$ cat src/shared/flash_mode_pkg.sv
// package for the flash led mode control block
package flash_mode_pkg;
	// register byte offsets
	localparam logic [7:0] MODE_CTRL_OFS   = 8'h00;
	localparam logic [7:0] CURRENT_OFS     = 8'h04;
	localparam logic [7:0] PIN_CFG_OFS     = 8'h08;
	localparam logic [7:0] STATUS_OFS      = 8'h0c;
	// mode control field layout
	localparam int MODE_LSB   = 0;
	localparam int LEDEN_LSB  = 4;
	// current level field layout
	localparam int TORCH_LSB  = 0;
	localparam int FLASH_LSB  = 8;
	localparam int LEVEL_W    = 8;
	// pin config field layout
	localparam int PINFN_LSB  = 0;
	localparam int GPOUT_BIT  = 4;
	// status field layout
	localparam int ST_MODE_LSB  = 0;
	localparam int ST_LEVEL_LSB = 4;
	localparam int ST_FLASH_BIT = 12;
	localparam int ST_STORE_BIT = 13;
	localparam int ST_PIN_BIT   = 14;
	localparam int ST_PWR_BIT   = 15;
	localparam int ST_SINK_LSB  = 16;
	// forced voltage target in millivolts
	localparam logic [12:0] VM_TARGET_MV = 13'd4950;
	// current ceilings in milliamps, outer and middle sink
	localparam logic [11:0] DD_OUT_MA  = 12'd400;
	localparam logic [11:0] DD_MID_MA  = 12'd800;
	localparam logic [11:0] DDT_OUT_MA = 12'd445;
	localparam logic [11:0] DDT_MID_MA = 12'd890;
	localparam logic [11:0] ES_OUT_MA  = 12'd925;
	localparam logic [11:0] ES_MID_MA  = 12'd1850;
	localparam logic [11:0] EST_OUT_MA = 12'd1025;
	localparam logic [11:0] EST_MID_MA = 12'd2050;
	// programmed operating modes
	typedef enum logic [1:0] {
		MODE_SHUTDOWN,
		MODE_TORCH,
		MODE_FLASH,
		MODE_VOLTAGE
	} op_mode_t;
	// function of the shared pin
	typedef enum logic [1:0] {
		PIN_PWR_OD,
		PIN_PWR_PP,
		PIN_GPIO_OUT,
		PIN_GPIO_IN
	} pin_fn_t;
	// control pins, grouped
	typedef struct packed {
		logic strobe;
		logic burst_mask;
		logic volt_force;
		logic torch_force;
		logic storage_sel;
	} ctrl_pins_t;
	// what the analog side is told to do
	typedef struct packed {
		op_mode_t    mode;
		logic [7:0]  level;
		logic [2:0]  sink_en;
		logic        stage_on;
		logic        node_hiz;
		logic [12:0] volt_mv;
		logic [11:0] cap_out_ma;
		logic [11:0] cap_mid_ma;
	} drive_cmd_t;
	localparam logic [1:0] SYNC_W = 2'd2;
endpackage

$ cat src/hw/flash_led_mode_control.sv
// mode control logic of a camera flash led driver
// Summary of operation
// - With the strobe low, led current follows the torch level.
// - With the strobe high in flash mode, led current follows the flash level.
// - The burst mask drops flash current to torch level at once.
// - Voltage force selects voltage mode with a 4.95 V target.
// - Torch force selects torch operation.
// - Torch force counts only in programmed shutdown or voltage mode.
// - In forced torch each sink follows its led channel enable bit.
// - Master reset low holds shutdown and resets the registers.
// - Master reset high lets the registers choose the mode.
// - Storage select low gives direct drive and its current caps.
// - Storage select high gives storage mode and its current caps.
// - The shared pin is gpio, open-drain or push-pull power ok.
// - As power ok, the pin asserts while the output is in regulation.
// - The inductor node is high impedance in shutdown.
`timescale 1ns/1ns
`default_nettype none
module flash_led_mode_control
	import flash_mode_pkg::*;
#(
	parameter bit THERM_VARIANT = 1'b0 // higher current caps
) (
	input  wire logic        clk_i,        // 10 MHz clock
	input  wire logic        srst_i,       // sync reset, high
	input  wire logic        haddr_sel_i,  // hsel
	input  wire logic [31:0] haddr_i,      // byte address
	input  wire logic [1:0]  htrans_i,     // transfer type
	input  wire logic        hwrite_i,     // write
	input  wire logic [2:0]  hsize_i,      // size
	input  wire logic [31:0] hwdata_i,     // write data
	input  wire logic        hready_i,     // bus ready
	output logic      [31:0] hrdata_o,     // read data
	output logic             hreadyout_o,  // slave ready
	output logic             hresp_o,      // always okay
	input  wire ctrl_pins_t  pins_i,       // control pins
	input  wire logic        hw_master_rst_n_i, // master reset, low
	input  wire logic        vout_in_reg_i,     // output in regulation
	input  wire logic        pin_in_i,     // shared pin level
	output logic             pin_out_o,    // shared pin drive
	output logic             pin_oe_n_o,   // shared pin enable, low
	output drive_cmd_t       drive_o       // analog command
);
	localparam logic [1:0] TRANS_NONSEQ = 2'b10;
	localparam logic [1:0] TRANS_SEQ    = 2'b11;
	localparam int         SINK_N       = 3; // led sinks
	// synchroniser stages
	ctrl_pins_t pins_s1_q;
	ctrl_pins_t pins_s2_q;
	logic       rstn_s1_q;
	logic       rstn_s2_q;
	logic       pwr_s1_q;
	logic       pwr_s2_q;
	logic       gin_s1_q;
	logic       gin_s2_q;
	// registers
	op_mode_t   mode_q;
	logic [2:0] led_en_q;
	logic [LEVEL_W-1:0] torch_lvl_q;
	logic [LEVEL_W-1:0] flash_lvl_q;
	pin_fn_t    pin_fn_q;
	logic       gp_out_q;
	// bus data phase
	logic       wr_pend_q;
	logic [7:0] wr_addr_q;
	logic       soft_rst;
	logic       addr_ok;
	logic [31:0] status;
	drive_cmd_t cmd_d;
	// decision stage between registers and analog command
	op_mode_t   mode_sel;
	logic       flash_now;
	logic       sink_allow;
	logic [2:0] sink_on;
	logic [LEVEL_W-1:0] level_sel;
	logic       stage_cut;
	logic [11:0] cap_out_sel;
	logic [11:0] cap_mid_sel;
	// shared pin next values and read mux
	logic       pin_out_d;
	logic       pin_oe_n_d;
	logic [31:0] rd_word;

	always_ff @(posedge clk_i) begin
		if (srst_i) begin
			pins_s1_q <= '0;
			pins_s2_q <= '0;
			rstn_s1_q <= 1'b0;
			rstn_s2_q <= 1'b0;
			pwr_s1_q  <= 1'b0;
			pwr_s2_q  <= 1'b0;
			gin_s1_q  <= 1'b0;
			gin_s2_q  <= 1'b0;
		end else begin
			pins_s1_q <= pins_i;
			pins_s2_q <= pins_s1_q;
			rstn_s1_q <= hw_master_rst_n_i;
			rstn_s2_q <= rstn_s1_q;
			pwr_s1_q  <= vout_in_reg_i;
			pwr_s2_q  <= pwr_s1_q;
			gin_s1_q  <= pin_in_i;
			gin_s2_q  <= gin_s1_q;
		end
	end

	// master reset clears the register file
	// the synchronised level is used so a short glitch cannot leave
	// half of the registers cleared and half written
	assign soft_rst = srst_i | ~rstn_s2_q;

	// address phase decode
	assign addr_ok = haddr_sel_i & hready_i &
	                 ((htrans_i == TRANS_NONSEQ) | (htrans_i == TRANS_SEQ));

	// write address capture for the data phase
	always_ff @(posedge clk_i) begin
		if (srst_i) begin
			wr_pend_q <= 1'b0;
			wr_addr_q <= '0;
		end else begin
			wr_pend_q <= addr_ok & hwrite_i;
			wr_addr_q <= haddr_i[7:0];
		end
	end

	always_ff @(posedge clk_i) begin
		if (soft_rst) begin
			mode_q      <= MODE_SHUTDOWN;
			led_en_q    <= '0;
			torch_lvl_q <= '0;
			flash_lvl_q <= '0;
			pin_fn_q    <= PIN_PWR_OD;
			gp_out_q    <= 1'b0;
		end else if (wr_pend_q) begin
			case (wr_addr_q)
				MODE_CTRL_OFS: begin
					mode_q   <= op_mode_t'(hwdata_i[MODE_LSB +: 2]);
					led_en_q <= hwdata_i[LEDEN_LSB +: 3];
				end
				CURRENT_OFS: begin
					torch_lvl_q <= hwdata_i[TORCH_LSB +: LEVEL_W];
					flash_lvl_q <= hwdata_i[FLASH_LSB +: LEVEL_W];
				end
				PIN_CFG_OFS: begin
					pin_fn_q <= pin_fn_t'(hwdata_i[PINFN_LSB +: 2]);
					gp_out_q <= hwdata_i[GPOUT_BIT];
				end
				default: begin
				end
			endcase
		end
	end

	// operating mode priority, master reset first
	always_comb begin
		mode_sel = mode_q;
		// voltage force overrides the programmed mode
		if (pins_s2_q.volt_force) begin
			mode_sel = MODE_VOLTAGE;
		end
		// torch force only from shutdown or voltage mode
		if (pins_s2_q.torch_force &&
		    (mode_q == MODE_SHUTDOWN || mode_q == MODE_VOLTAGE)) begin
			mode_sel = MODE_TORCH;
		end
		// master reset low wins over every request
		if (!rstn_s2_q) begin
			mode_sel = MODE_SHUTDOWN;
		end
	end

	// flash level only on an unmasked strobe
	// the mask needs no extra state, so it cuts in as soon as it is seen
	assign flash_now = (mode_sel == MODE_FLASH) && pins_s2_q.strobe &&
	                   !pins_s2_q.burst_mask;

	// torch level otherwise, nothing in shutdown or voltage mode
	always_comb begin
		level_sel  = '0;
		sink_allow = 1'b0;
		case (mode_sel)
			MODE_TORCH: begin
				level_sel  = torch_lvl_q;
				sink_allow = 1'b1;
			end
			MODE_FLASH: begin
				level_sel  = flash_now ? flash_lvl_q : torch_lvl_q;
				sink_allow = 1'b1;
			end
			default: begin
				level_sel  = '0;
				sink_allow = 1'b0;
			end
		endcase
	end

	// each sink follows its own channel enable bit
	for (genvar g = 0; g < SINK_N; g++) begin : g_sink
		assign sink_on[g] = sink_allow & led_en_q[g];
	end

	// current ceilings follow the storage select pin
	always_comb begin
		if (pins_s2_q.storage_sel) begin
			cap_out_sel = THERM_VARIANT ? EST_OUT_MA : ES_OUT_MA;
			cap_mid_sel = THERM_VARIANT ? EST_MID_MA : ES_MID_MA;
		end else begin
			cap_out_sel = THERM_VARIANT ? DDT_OUT_MA : DD_OUT_MA;
			cap_mid_sel = THERM_VARIANT ? DDT_MID_MA : DD_MID_MA;
		end
	end

	// stored charge carries the flash, so the stage stands aside
	assign stage_cut = pins_s2_q.storage_sel && (mode_sel == MODE_FLASH) &&
	                   pins_s2_q.strobe;

	// analog command assembled from the decisions above
	always_comb begin
		cmd_d            = '0;
		cmd_d.mode       = mode_sel;
		cmd_d.level      = level_sel;
		cmd_d.sink_en    = sink_on;
		cmd_d.node_hiz   = (mode_sel == MODE_SHUTDOWN);
		cmd_d.stage_on   = (mode_sel != MODE_SHUTDOWN) && !stage_cut;
		// fixed target only in voltage mode
		cmd_d.volt_mv    = (mode_sel == MODE_VOLTAGE) ? VM_TARGET_MV : '0;
		cmd_d.cap_out_ma = cap_out_sel;
		cmd_d.cap_mid_ma = cap_mid_sel;
	end

	// registered analog command
	always_ff @(posedge clk_i) begin
		if (srst_i) begin
			drive_o <= '0;
			drive_o.node_hiz <= 1'b1;
		end else begin
			drive_o <= cmd_d;
		end
	end

	always_comb begin
		pin_out_d  = 1'b0;
		pin_oe_n_d = 1'b1;
		case (pin_fn_q)
			PIN_PWR_OD: begin
				pin_out_d  = 1'b0;
				pin_oe_n_d = pwr_s2_q; // pull low when out of range
			end
			PIN_PWR_PP: begin
				pin_out_d  = pwr_s2_q;
				pin_oe_n_d = 1'b0;
			end
			PIN_GPIO_OUT: begin
				pin_out_d  = gp_out_q;
				pin_oe_n_d = 1'b0;
			end
			default: begin
				pin_out_d  = 1'b0;
				pin_oe_n_d = 1'b1;
			end
		endcase
	end

	// shared pin registered so a mode change never glitches it
	always_ff @(posedge clk_i) begin
		if (srst_i) begin
			pin_out_o  <= 1'b0;
			pin_oe_n_o <= 1'b1;
		end else begin
			pin_out_o  <= pin_out_d;
			pin_oe_n_o <= pin_oe_n_d;
		end
	end

	// status word for reads
	always_comb begin
		status = '0;
		status[ST_MODE_LSB +: 2]        = drive_o.mode;
		status[ST_LEVEL_LSB +: LEVEL_W] = drive_o.level;
		status[ST_FLASH_BIT]            = pins_s2_q.strobe;
		status[ST_STORE_BIT]            = pins_s2_q.storage_sel;
		status[ST_PIN_BIT]              = gin_s2_q;
		status[ST_PWR_BIT]              = pwr_s2_q;
		status[ST_SINK_LSB +: 3]        = drive_o.sink_en;
	end

	// readback word of the addressed register, unmapped reads give zero
	always_comb begin
		case (haddr_i[7:0])
			MODE_CTRL_OFS: rd_word = (32'(mode_q) << MODE_LSB) |
			                         (32'(led_en_q) << LEDEN_LSB);
			CURRENT_OFS:   rd_word = (32'(torch_lvl_q) << TORCH_LSB) |
			                         (32'(flash_lvl_q) << FLASH_LSB);
			PIN_CFG_OFS:   rd_word = (32'(pin_fn_q) << PINFN_LSB) |
			                         (32'(gp_out_q) << GPOUT_BIT);
			STATUS_OFS:    rd_word = status;
			default:       rd_word = 32'h0000_0000;
		endcase
	end

	// read data registered in the address phase, held until the next read
	always_ff @(posedge clk_i) begin
		if (srst_i) begin
			hrdata_o <= '0;
		end else if (addr_ok && !hwrite_i) begin
			hrdata_o <= rd_word;
		end
	end

	// zero wait state, always okay
	assign hreadyout_o = 1'b1;
	assign hresp_o     = 1'b0;
endmodule // flash_led_mode_control
`default_nettype wire

$ cat config.mk
export PLATFORM = sky130hd
export DESIGN_NAME = flash_led_mode_control
export DESIGN_NICKNAME = d
export VERILOG_FILES = /design/src/shared/flash_mode_pkg.sv /design/src/hw/flash_led_mode_control.sv
export SDC_FILE = /design/constraint.sdc
export NUM_CORES = 1
export LEC_CHECK = 0
export BUFFER_PORTS_ARGS = -buffer_cell sky130_fd_sc_hd__buf_2
export CORE_MARGIN = 2
export CORE_UTILIZATION = 42
export CTS_CLUSTER_SIZE = 12
export DETAILED_ROUTE_END_ITERATION = 6
export GPL_TIMING_DRIVEN = 0
export PLACE_DENSITY = 0.76
export SETUP_SLACK_MARGIN = 0.1
export SLEW_MARGIN = 15
export SYNTH_ARGS = -nofsm -noshare
export SYNTH_HDL_FRONTEND = slang
export SYNTH_SLANG_ARGS = --single-unit
$ cat constraint.sdc
create_clock -name clk_i -period 1.9 [get_ports clk_i]
set_clock_uncertainty 0.1 [all_clocks]
set_input_delay 0.38 -clock clk_i [delete_from_list [all_inputs] [get_ports clk_i]]
set_output_delay 0.38 -clock clk_i [all_outputs]
set_load 0.005 [all_outputs]
==> metrics.md, run 1 <==
| Metric | Value |
|---|---|
| Area after DPL | 4410 sq um |
| Vias per inst | 4.76 |
| P&R area growth vs syn | 35.2% |
| Initial core utilization | 42.8% |
| Mapped Area | 3680 sq um |
| Run status | finished, violations left |
| Failing checks | negative setup slack |
| DRC viols | 0 |
| Crit-path max FO | 8 |
| GRT overflow | 0 |
| Leak | 2.36 nW |
| CP startpoint kind | register |
| DRT Wirelength | 8.98 mm |
| Mean Syn Cell Area | 10.2 sq um |
| Max-Cap Viols | 0 |
| Worst slew pin tran | 0.793 ns |
| Fin crit share | 106% |
| Post-synthesis register bit count | 88 |
| Biggest area consumer among synthesized cells | dfxtp_1 |
| Fin util | 57.8% |
| Drt pass-1 iters | 4 |
| TritonCTS Buffers | 9 |
| Post-synth cell types | 41 |
| Met1 Routed Length | 3.64 mm |
| Maximum vdd drop | 0.542 mV |
| Final Hold Fails | 0 |
| Seq/Total Area, Yosys | 47.9% |
| # rows | 34 |
| IO buf count | 92 |
| Pwr per Cell Area | 659 nW/um^2 |
| GRT Overall Usage | 19.2% |
| H-tree depth | 3 |
| Gpl congestion | 0.874 |
| Initial DRC Count | 157 |
| # hold bufs at CTS | 0 |
| Antenna viol nets, final | 0 |
| Max Freq | 0.497 GHz |
| Deepest clock path buffer count | 2 |
| Number of diodes | 0 |
| Synth top area share | 47.9% |
| Final min period | 2.01 ns |
| Crit. End Element | register |
| Core ar. | 8590 sq um |
| DP Worst Slack | -0.361 ns |
| CP Data Arrival Time | 2.19 ns |
| Final net count | 600 |
| Worst Path Required | 2.08 ns |
| Top FF cell, synth | dfxtp_1 |
| Post-synth EDFFs | 0 |
| Hold WC Path Type | in2reg |
| WL met2 | 4.44 mm |
| Vias in the first global route | 2952 |
| RSZ-0062 raised after global routing | true |
| DIE AREA | 9520 sq um |
| Share of layout cells above drive strength 1 | 41.2% |
| Io pins | 170 |
| Clk sinks | 88 |
| Slew headroom | 47.1% |
| Mapped Cells | 362 |
| Met3 wire length | 733 microns |
| CTS clock-pin slew for the worst setup and hold paths | 0.09 ns |
| Initial antenna violation count | 0 |
| First-pass GRT wire length | 14.5 mm |
| Top layer in use | met4 |
| Worst setup slack after layout | -0.112 ns |
| Slew Viols, Final | 0 |
| Die X | 97.6 microns |
| Clk_lat worst skew | 0.36 ns |
| Setup_tns | -0.876 ns |
| Most frequent cells after synthesis | 88 x dfxtp_1, 49 x buf_4, 42 x nand2_1, 36 x mux2i_1, 29 x nor2b_1 |
| Critical path type | reg2reg |
| CTS tree | built |
| Routed len/inst | 14.4 microns |
| Finish-stage setup viols | 11 |
| Top cells by area, synth | dfxtp_1 48%, buf_4 10%, mux2i_1 9.8% |
| Async set-or-reset flop fraction in the synthesized netlist | 0% |
| Fin area | 4970 sq um |
| HPWL Detailed | 6.26 mm |
| Largest net degree at the start of global routing | 14 |
| Most numerous cell in the Yosys netlist | dfxtp_1 |
| Die height | 97.6 microns |
| Multi-input logic area | 1640 sq um |
| Synth warn | 0 |
| FF+latch area | 1770 sq um |
| Root Driver | clkbuf_8 |
| # fillers | 732 |
| Vias | 2960 |
[metrics by stage]
stage	hold WS, ns	instances	power [W]
after global routing	0.128	622	0.00340
final	0.128	622	0.00327
after CTS	0.120	619	0.00327
after detailed placement	0.326	591	0.00216
after global placement	0.318	591	0.00216
after floorplan	0.314	391	0.00208
[cell families (layout without fill, tap and decap cells)]
kind of cell               after synthesis  after routing  synth area share (%)
and+or+nand+nor                         97             97                  13.9
adders and majority gates                7              7                  2.38
buffers and inverters                   91            214                  14.9
DFF                                     88             88                  47.9
muxes                                   39             39                  11.6
other                                    2             31                 0.204
AOI/OAI and AO/OA                       38             38                  8.99
[what timing repair did]
item,CTS,global route
pin swaps,13,11
endpoints found under the hold margin,0,0
buffers inserted,13,5
gates cloned,1,0
gates resized for setup,28,19
endpoints found under the setup margin,24,42
[worst max-delay path, stage by stage (launching register included)]
cell and delay (ns):
dfxtp_4 0.39, inv_2 0.04, a21boi_2 0.15, o211ai_1 0.20
ha_4 0.35, nand2b_4 0.05, or3_4 0.37, buf_12 0.16
o32ai_4 0.11
[per-layer routing]
metal  global-route usage, %  vias to the layer above
li1                        -                     1431
met1                    23.2                     1371
met2                    32.3                      140
met3                    5.90                       18
met4                    6.73                        0
met5                       0                        -
[where the power goes]
group	total, W	internal (W)	switching [W]
combinational	0.000262	0.000140	0.000122
clock	0.00112	0.000494	0.000630
sequential	0.00189	0.00187	0.0000173
total	0.00327	0.00250	0.000769
[final cells by class]
type | instances | area share, %
sequential | 88 | 35.6
multi-input combinational | 212 | 33.0
timing repair buffer | 110 | 13.7
buffer | 67 | 9.97
clock buffer | 11 | 2.84
tap | 108 | 2.72
inverter | 23 | 1.74
clock inverter | 3 | 0.403
[placed cells by master (no fill, tap or decap), types with 3 or more instances in the layout]
master      n
buf_2      92
dfxtp_1    84
buf_4      58
nand2_1    42
mux2i_1    35
conb_1     31
nor2b_1    29
inv_1      22
clkbuf_1   11
o2bb2ai_1  11
clkbuf_8   10
buf_12      6
o32ai_2     6
a32o_1      5
a22o_1      5
ha_1        5
clkbuf_2    4
and3_1      4
buf_6       4
or3_4       3
mux4_2      3
[worst paths after layout]
kind                            slack [ns]           end  depth (start not counted)              start
worst min register to register        0.34  pins_s2_q[2]                          1       pins_s1_q[2]
worst max register to register       -0.11   drive_o[44]                          8          mode_q[0]
worst min-delay path                  0.13     rstn_s1_q                          2  hw_master_rst_n_i
worst max-delay path                 -0.11   drive_o[44]                          8          mode_q[0]
[registers in the layout (all words and copies together) (netlist names), 2 cells and up]
register	count
drive_o	18
led_en_q	3
mode_q	2
wr_addr_q	8
torch_lvl_q	8
pins_s2_q	5
pin_fn_q	2
pins_s1_q	5
hrdata_o	19
flash_lvl_q	8
No activity file was read; power rests on OpenSTA's default activity.
==> run 2, diff against run 1 <==
Settings changed: ABC_AREA set to 1, PLACE_DENSITY 0.76 to 0.75.
==> metrics.md, run 2 <==
| Metric | Value |
|---|---|
| Crit. End Element | register |
| Worst-case reg-to-reg path depth | 13 (+5) |
| Combinational power share | 7.1% (-0.9 points) |
| Mapped Area | 3790 sq um (+3.2%) |
| GRT Overall Usage | 19.2% (about the same) |
| Die X | 99.1 microns (+1.5%) |
| CTS tree | built |
| Clk_lat worst skew | 0.36 ns (about the same) |
| Critical path buffers and inverters | 3 (+1) |
| GRT overflow | 0 (unchanged) |
| Hold Startpoint | pins_i[4] |
| IO buf count | 94 (+2.2%) |
| Net Sw Power | 0.000798 W (+3.8%) |
| Largest net degree at the start of global routing | 14 (unchanged) |
| DRT Wirelength | 9.46 mm (+5.4%) |
| Drt pass-1 iters | 5 (+1) |
| Vias in the first global route | 3192 (+8.1%) |
| Run status | completed |
| CTS clock-pin slew for the worst setup and hold paths | 0.09 ns (about the same) |
| Initial DRC Count | 185 (+18%) |
| DP Worst Slack | -0.323 ns (+0.0386 ns) |
| Crit path largest cell delay | 0.36 ns (-0.03 ns) |
| Mean Syn Cell Area | 8.02 sq um (-21%) |
| Flop-to-flop setup slack | 0.07 ns (+0.18 ns) |
| Mapped Cells | 473 (+31%) |
| DRC viols | 0 (unchanged) |
| Final Hold Fails | 0 (unchanged) |
| Worst Path Required | 2.08 ns (about the same) |
| CP startpoint kind | register |
| TritonCTS Buffers | 9 (unchanged) |
| Maximum vdd drop | 0.351 mV (-35%) |
| Top flop regs | hrdata_o x19, drive_o x18 |
| Max Freq | 0.546 GHz (+9.8%) |
| Initial core utilization | 43.5% (+0.74 points) |
| Most frequent cells after synthesis | 88 x dfxtp_1, 75 x nor2_1, 61 x nand2_1, 52 x inv_1, 50 x buf_4 |
| P&R area growth vs syn | 28.9% |
| Seq/Total Area, Yosys | 46.4% (-1.5 points) |
| Slowest-stage cell, CP | dfxtp_2 |
| Core ar. | 8720 sq um (+1.5%) |
| Setup_tns | 0 ns (+0.876 ns) |
| Slew Viols, Final | 0 (unchanged) |
| Slew headroom | 65.3% (+18 points) |
| Hold WC Path Type | in2reg |
| Post-synthesis register bit count | 88 (unchanged) |
| Top FF cell, synth | dfxtp_1 |
| # rows | 34 (unchanged) |
| Cells along the critical path | inv_2 > nand2_2 > nand3_2 > nand3_2 > inv_2 > nor2_4 > inv_2 > ha_4 > nand2_4 > nor2_4 > o21bai_4 > a22oi_1 > nor2_1 |
| CP dominant cell by count | inv_2 |
| Synth top area share | 46.4% (-1.5 points) |
| Most frequent cells in the layout | 98 x buf_2, 86 x dfxtp_1, 74 x nor2_1 |
| CP Data Arrival Time | 2.02 ns (-0.17 ns) |
| Root Driver | clkbuf_8 |
| Die height | 99.1 microns (+1.5%) |
| Number of diodes | 0 (unchanged) |
| Post-synth EDFFs | 0 (unchanged) |
| HPWL Detailed | 6.99 mm (+12%) |
| Cell Int Power | 0.00284 W (+14%) |
| Reg2reg end | drive_o[43] |
| Clock power frac | 41.1% (+6.8 points) |
| Worst hold path stage count | 3 (+1) |
| Biggest area consumer among synthesized cells | dfxtp_1 |
| Io pins | 170 (unchanged) |
| Leak | 2.33 nW (-1.5%) |
| Vias per inst | 4.55 (-4.5%) |
| Hold EP | pins_s1_q[4] |
| Deepest clock path buffer count | 2 (unchanged) |
| Fin crit share | 96.4% (-9.5 points) |
| Critical path type | reg2reg |
| Routed len/inst | 12.9 microns (-10%) |
| Initial antenna violation count | 0 (unchanged) |
| Most numerous cell in the Yosys netlist | dfxtp_1 |
| Largest register by flop count | hrdata_o |
| Vias | 3323 (+12%) |
| H-tree depth | 3 (unchanged) |
| Gpl congestion | 0.856 (-2.1%) |
| Flip-flop count of the largest register after layout | 19 (unchanged) |
| Top cells by area, synth | dfxtp_1 46%, buf_4 9.9%, nor2_1 7.4% |
| Final min period | 1.83 ns (-0.180 ns) |
| Antenna viol nets, final | 0 (unchanged) |
| DIE AREA | 9810 sq um (+3.1%) |
| RSZ-0062 raised after global routing | true |
| Final net count | 707 (+18%) |
| Share of layout cells above drive strength 1 | 36.4% (-4.8 points) |
| First-pass GRT wire length | 14.9 mm (+3.2%) |
| Synth warn | 0 (unchanged) |
| Finish-stage setup viols | 0 (-11) |
| Most common cell after layout, fill and taps aside | buf_2 |
| Seq pwr share | 51.8% (-5.8 points) |
| Switching Share | 21.9% (-1.6 points) |
| Worst slew pin tran | 0.521 ns (-0.272 ns) |
| Fin Hold WS | 0.120 ns (-0.00841 ns) |
| RR Startpoint | mode_q[1] |
| Worst setup slack after layout | 0.0683 ns (+0.180 ns) |
| Pwr per Cell Area | 744 nW/um^2 (+13%) |
| Post-synth cell types | 33 (-20%) |
| Max-Cap Viols | 0 (unchanged) |
| Clk sinks | 88 (unchanged) |
| Async set-or-reset flop fraction in the synthesized netlist | 0% (unchanged) |
| Top delay family on crit path | simple AND/OR/NAND/NOR gates |
| Crit-path max FO | 8 (unchanged) |
## run 2: cell types whose count changed after synthesis, moves of 12 or more
| cell | previous run | this run |
|---|---|---|
| mux2i_1 | 36 | 0 |
| nand3_1 | 2 | 22 |
| a21oi_1 | 1 | 28 |
| nand2_1 | 42 | 61 |
| inv_1 | 23 | 52 |
| nor2_1 | 2 | 75 |
| nor2b_1 | 29 | 0 |
| clkbuf_1 | 16 | 4 |
| o21ai_0 | 0 | 16 |
## run 2: metrics by stage
| step | power, W | utilization, % | std cells | instance area, sq um |
|---|---|---|---|---|
| finish | 0.00364 | 56.1 | 731 | 4890 |
| global route | 0.00377 | 56.1 | 731 | 4890 |
| CTS | 0.00365 | 55.5 | 727 | 4840 |
| detailed placement | 0.00217 | 51.7 | 704 | 4510 |
| global placement | 0.00217 | 51.7 | 704 | 4510 |
| floorplan | 0.00209 | - | 502 | 3900 |
## run 2: worst min-delay path: stages
cell,delay [ns]
buf_2,0.07
inv_1,0.03
nor2_1,0.06
## run 2: routing by layer
metal  vias to the layer above  global-route usage [%]  wire length, microns
met2                        95                    33.4                  4810
li1                       1689                       -                     -
met5                         -                       0                     0
met1                      1519                    22.5                  3840
met4                         0                    8.43                   242
met3                        20                    4.33                   573
## run 2: cells by family (layout without fill, tap and decap cells)
family	after synthesis	in the layout	synth area share, %
adder cells (fa/ha/maj)	7	7	2.31
buffers and inverters	120	241	17.6
other	2	31	0.198
AND/OR/NAND/NOR	178	178	21.0
AO/OA/AOI/OAI	78	78	12.5
flip-flops	88	88	46.4
## run 2: power by group through the flow
stage          combinational, W  clock [W]  sequential, W
2_1_floorplan          0.000160          0        0.00193
3_3_place_gp           0.000241          0        0.00193
3_5_place_dp           0.000245          0        0.00193
4_1_cts                0.000252    0.00151        0.00189
5_1_grt                0.000284    0.00160        0.00189
6_report               0.000257    0.00150        0.00189
## run 2: worst max path at each step
stage | from | endpoint | slack (ns) | depth (start not counted)
floorplan | mode_q[0] | drive_o[42] | 0.11 | 13
global placement | mode_q[0] | drive_o[48] | -0.24 | 13
detailed placement | mode_q[0] | drive_o[47] | -0.32 | 13
CTS | mode_q[0] | drive_o[47] | 0.08 | 13
global route | mode_q[1] | drive_o[43] | -0.004 | 13
finish | mode_q[1] | drive_o[43] | 0.07 | 13
## run 2: layout make-up
type / count / area (sq um)
Timing Repair Buffer: 105 / 553
Multi-Input combinational cell: 294 / 1540
Clock buffer: 14 / 173
Clock inverter: 2 / 60.1
Buffer: 63 / 455
Inverter: 57 / 215
Fill cell: 808 / 3830
Sequential cell: 88 / 1760
Tap cell: 108 / 135
## run 2: timing repair
item | in CTS | in global routing
hold buffers | 0 | 0
setup buffers | 7 | 4
resized for setup | 16 | 8
setup endpoints to repair | 12 | 12
pin swaps | 8 | 9
==> run 3, diff against run 2 <==
--- a/config.mk
+++ b/config.mk
@@ -10,3 +10,4 @@
 export CORE_MARGIN = 2
-export CORE_UTILIZATION = 42
+export CORE_UTILIZATION = 44
+export CTS_BUF_LIST = sky130_fd_sc_hd__clkbuf_4
 export CTS_CLUSTER_SIZE = 12
@@ -14,3 +15,3 @@
 export GPL_TIMING_DRIVEN = 0
-export PLACE_DENSITY = 0.75
+export PLACE_DENSITY = 0.78
 export SETUP_SLACK_MARGIN = 0.1
--- a/constraint.sdc
+++ b/constraint.sdc
@@ -4,2 +4,2 @@
 set_output_delay 0.38 -clock clk_i [all_outputs]
-set_load 0.005 [all_outputs]
+set_load 0.02 [all_outputs]
==> metrics.md, run 3 (same netlist as run 2, synthesis figures left out) <==
| Metric | Value |
|---|---|
| Run status | completed |
| Finish-stage setup viols | 0 (unchanged) |
| Drt pass-1 iters | 5 (unchanged) |
| Fin Hold WS | 0.0228 ns (-0.0970 ns) |
| Die X | 96.9 microns (-2.2%) |
| RR Startpoint | mode_q[0] |
| Vias in the first global route | 3104 (-2.8%) |
| Clk sinks | 88 (unchanged) |
| GRT Overall Usage | 18.9% (-0.28 points) |
| DIE AREA | 9380 sq um (-4.4%) |
| Share of layout cells above drive strength 1 | 36.5% (about the same) |
| P&R area growth vs syn | 25.6% |
| Largest register by flop count | hrdata_o |
| First-pass GRT wire length | 14.3 mm (-4.1%) |
| Max-Cap Viols | 0 (unchanged) |
| Die height | 96.9 microns (-2.2%) |
| Top flop regs | hrdata_o x19, drive_o x18 |
| Antenna viol nets, final | 0 (unchanged) |
| Gpl congestion | 0.864 (+0.88%) |
| Initial core utilization | 45.7% (+2.2 points) |
| Placed instance count | 701 (-0.43%) |
| Fin area | 4770 sq um (-2.6%) |
| Maximum vdd drop | 0.275 mV (-22%) |
| DP Worst Slack | -0.269 ns (+0.0531 ns) |
| CTS clock-pin slew for the worst setup and hold paths | 0.13 ns (+0.04 ns) |
| DRT Wirelength | 8.88 mm (-6.1%) |
| Worst-case reg-to-reg path depth | 11 (-2) |
| Cell Count, Final, Fillers Out | 722 (-1.2%) |
| Initial DRC Count | 151 (-18%) |
| Area after DPL | 4510 sq um (about the same) |
| Slew headroom | 65.2% (-0.12 points) |
| Worst slew pin tran | 0.523 ns (+0.00175 ns) |
| # hold bufs at CTS | 0 (unchanged) |
| Critical path type | reg2reg |
| Hold Startpoint | pins_i[3] |
| HPWL Detailed | 6.83 mm (-2.4%) |
| # fillers | 754 (-6.7%) |
| Number of diodes | 0 (unchanged) |
| CTS tree | built |
| Slowest-stage cell, CP | dfxtp_2 |
| Worst hold path stage count | 3 (unchanged) |
| CP startpoint kind | register |
| Setup_tns | 0 ns (unchanged) |
| Vias per inst | 4.55 (+0.18%) |
| Clk_lat worst skew | 0.44 ns (+0.08 ns) |
| Routed len/inst | 12.3 microns (-5.0%) |
| H-tree depth | 3 (unchanged) |
| Leak | 2.25 nW (-3.2%) |
| Vias | 3288 (-1.1%) |
| Slew Viols, Final | 0 (unchanged) |
| Deepest clock path buffer count | 2 (unchanged) |
| Cells along the critical path | inv_2 > nand2_2 > nand3_2 > nand3_2 > inv_2 > nor2_4 > buf_4 > ha_1 > o21bai_4 > a22oi_1 > nor2_1 |
| Root Driver | clkbuf_4 |
| Flip-flop count of the largest register after layout | 19 (unchanged) |
| Pwr per Cell Area | 675 nW/um^2 (-9.3%) |
| Reg2reg end | drive_o[46] |
| Final min period | 1.78 ns (-0.0512 ns) |
| RSZ-0062 raised after global routing | true |
| Critical path buffers and inverters | 3 (unchanged) |
| IO buf count | 94 (unchanged) |
| GRT overflow | 0 (unchanged) |
| Fin crit share | 93.7% (-2.7 points) |
| Crit path largest cell delay | 0.36 ns (about the same) |
| Final Hold Fails | 0 (unchanged) |
| Worst setup slack after layout | 0.119 ns (+0.0512 ns) |
| Worst Path Required | 2.15 ns (+0.07 ns) |
| Core ar. | 8300 sq um (-4.8%) |
| CP Data Arrival Time | 2.03 ns (about the same) |
| Crit-path max FO | 8 (unchanged) |
| Hold EP | pins_s1_q[3] |
| Initial antenna violation count | 0 (unchanged) |
| Largest net degree at the start of global routing | 15 (+1) |
| DRC viols | 0 (unchanged) |
| Final net count | 701 (-0.85%) |
| Top delay family on crit path | compound AO/OA/AOI/OAI gates |
| Most frequent cells in the layout | 98 x buf_2, 86 x dfxtp_1, 74 x nor2_1 |
| Max Freq | 0.562 GHz (+2.9%) |
| Io pins | 170 (unchanged) |
| # rows | 33 (-2.9%) |
| Most common cell after layout, fill and taps aside | buf_2 |
| Hold WC Path Type | in2reg |
| Flop-to-flop setup slack | 0.12 ns (+0.05 ns) |
| TritonCTS Buffers | 9 (unchanged) |
| Crit. End Element | register |
-- run 3: cell types whose count changed in the layout (fill, tap and decap cells not counted), sizes merged --
cell / delta
clkinv: +5
buf: -6
clkinvlp: +1
clkbuf: -5
bufinv: -1
-- run 3: metrics by stage --
step | power (W) | utilization [%]
global placement | 0.00223 | 54.3
floorplan | 0.00214 | -
CTS | 0.00322 | 56.7
detailed placement | 0.00223 | 54.3
finish | 0.00322 | 57.4
global route | 0.00333 | 57.4
-- run 3: worst max path at each step --
| stage | start | to | slack (ns) | cells past startpoint |
|---|---|---|---|---|
| final | mode_q[0] | drive_o[46] | 0.12 | 11 |
| after global routing | mode_q[0] | drive_o[43] | 0.008 | 13 |
| after CTS | mode_q[1] | drive_o[42] | 0.11 | 11 |
| after detailed placement | mode_q[0] | drive_o[47] | -0.27 | 13 |
| after global placement | mode_q[0] | drive_o[44] | -0.24 | 13 |
| after floorplan | mode_q[0] | drive_o[42] | 0.11 | 13 |
-- run 3: area by class of cell --
cell class	instances	area (sq um)	share of cell area [%]
Multi-Input combinational cell	294	1560	32.7
Timing Repair Buffer	99	508	10.7
Inverter	57	215	4.52
Buffer	63	459	9.64
Tap cell	105	131	2.76
Sequential cell	88	1760	37.0
Clock buffer	9	67.6	1.42
Clock inverter	7	62.6	1.31
-- run 3: power by group --
group / switching, W / internal, W
logic: 0.000188 / 0.000123
registers: 0.0000152 / 0.00187
clock network: 0.000629 / 0.000388
total: 0.000832 / 0.00239
-- run 3: timing repair --
| action | CTS | global route |
|---|---|---|
| gates cloned | 0 | 0 |
| pin swaps | 6 | 12 |
| hold endpoints to repair | 0 | 0 |
| resized for setup | 13 | 16 |
| setup buffers | 4 | 1 |
| endpoints found under the setup margin | 12 | 12 |
-- run 3: layer usage --
| metal | track usage (%) | share of wire, % | vias up |
|---|---|---|---|
| li1 | - | - | 1685 |
| met1 | 21.2 | 41 | 1472 |
| met2 | 33.2 | 50 | 110 |
| met3 | 3.97 | 5.8 | 21 |
| met4 | 10.6 | 3.1 | 0 |
| met5 | 0 | 0 | - |
-- run 3: worst reg2reg max path, cell delays in order, from the launching register on --
cell and delay (ns):
dfxtp_2 0.36, inv_2 0.08, nand2_2 0.05, nand3_2 0.09, nand3_2 0.08, inv_2 0.07, nor2_4 0.04, buf_4 0.13
ha_1 0.22, o21bai_4 0.23, a22oi_1 0.18, nor2_1 0.05
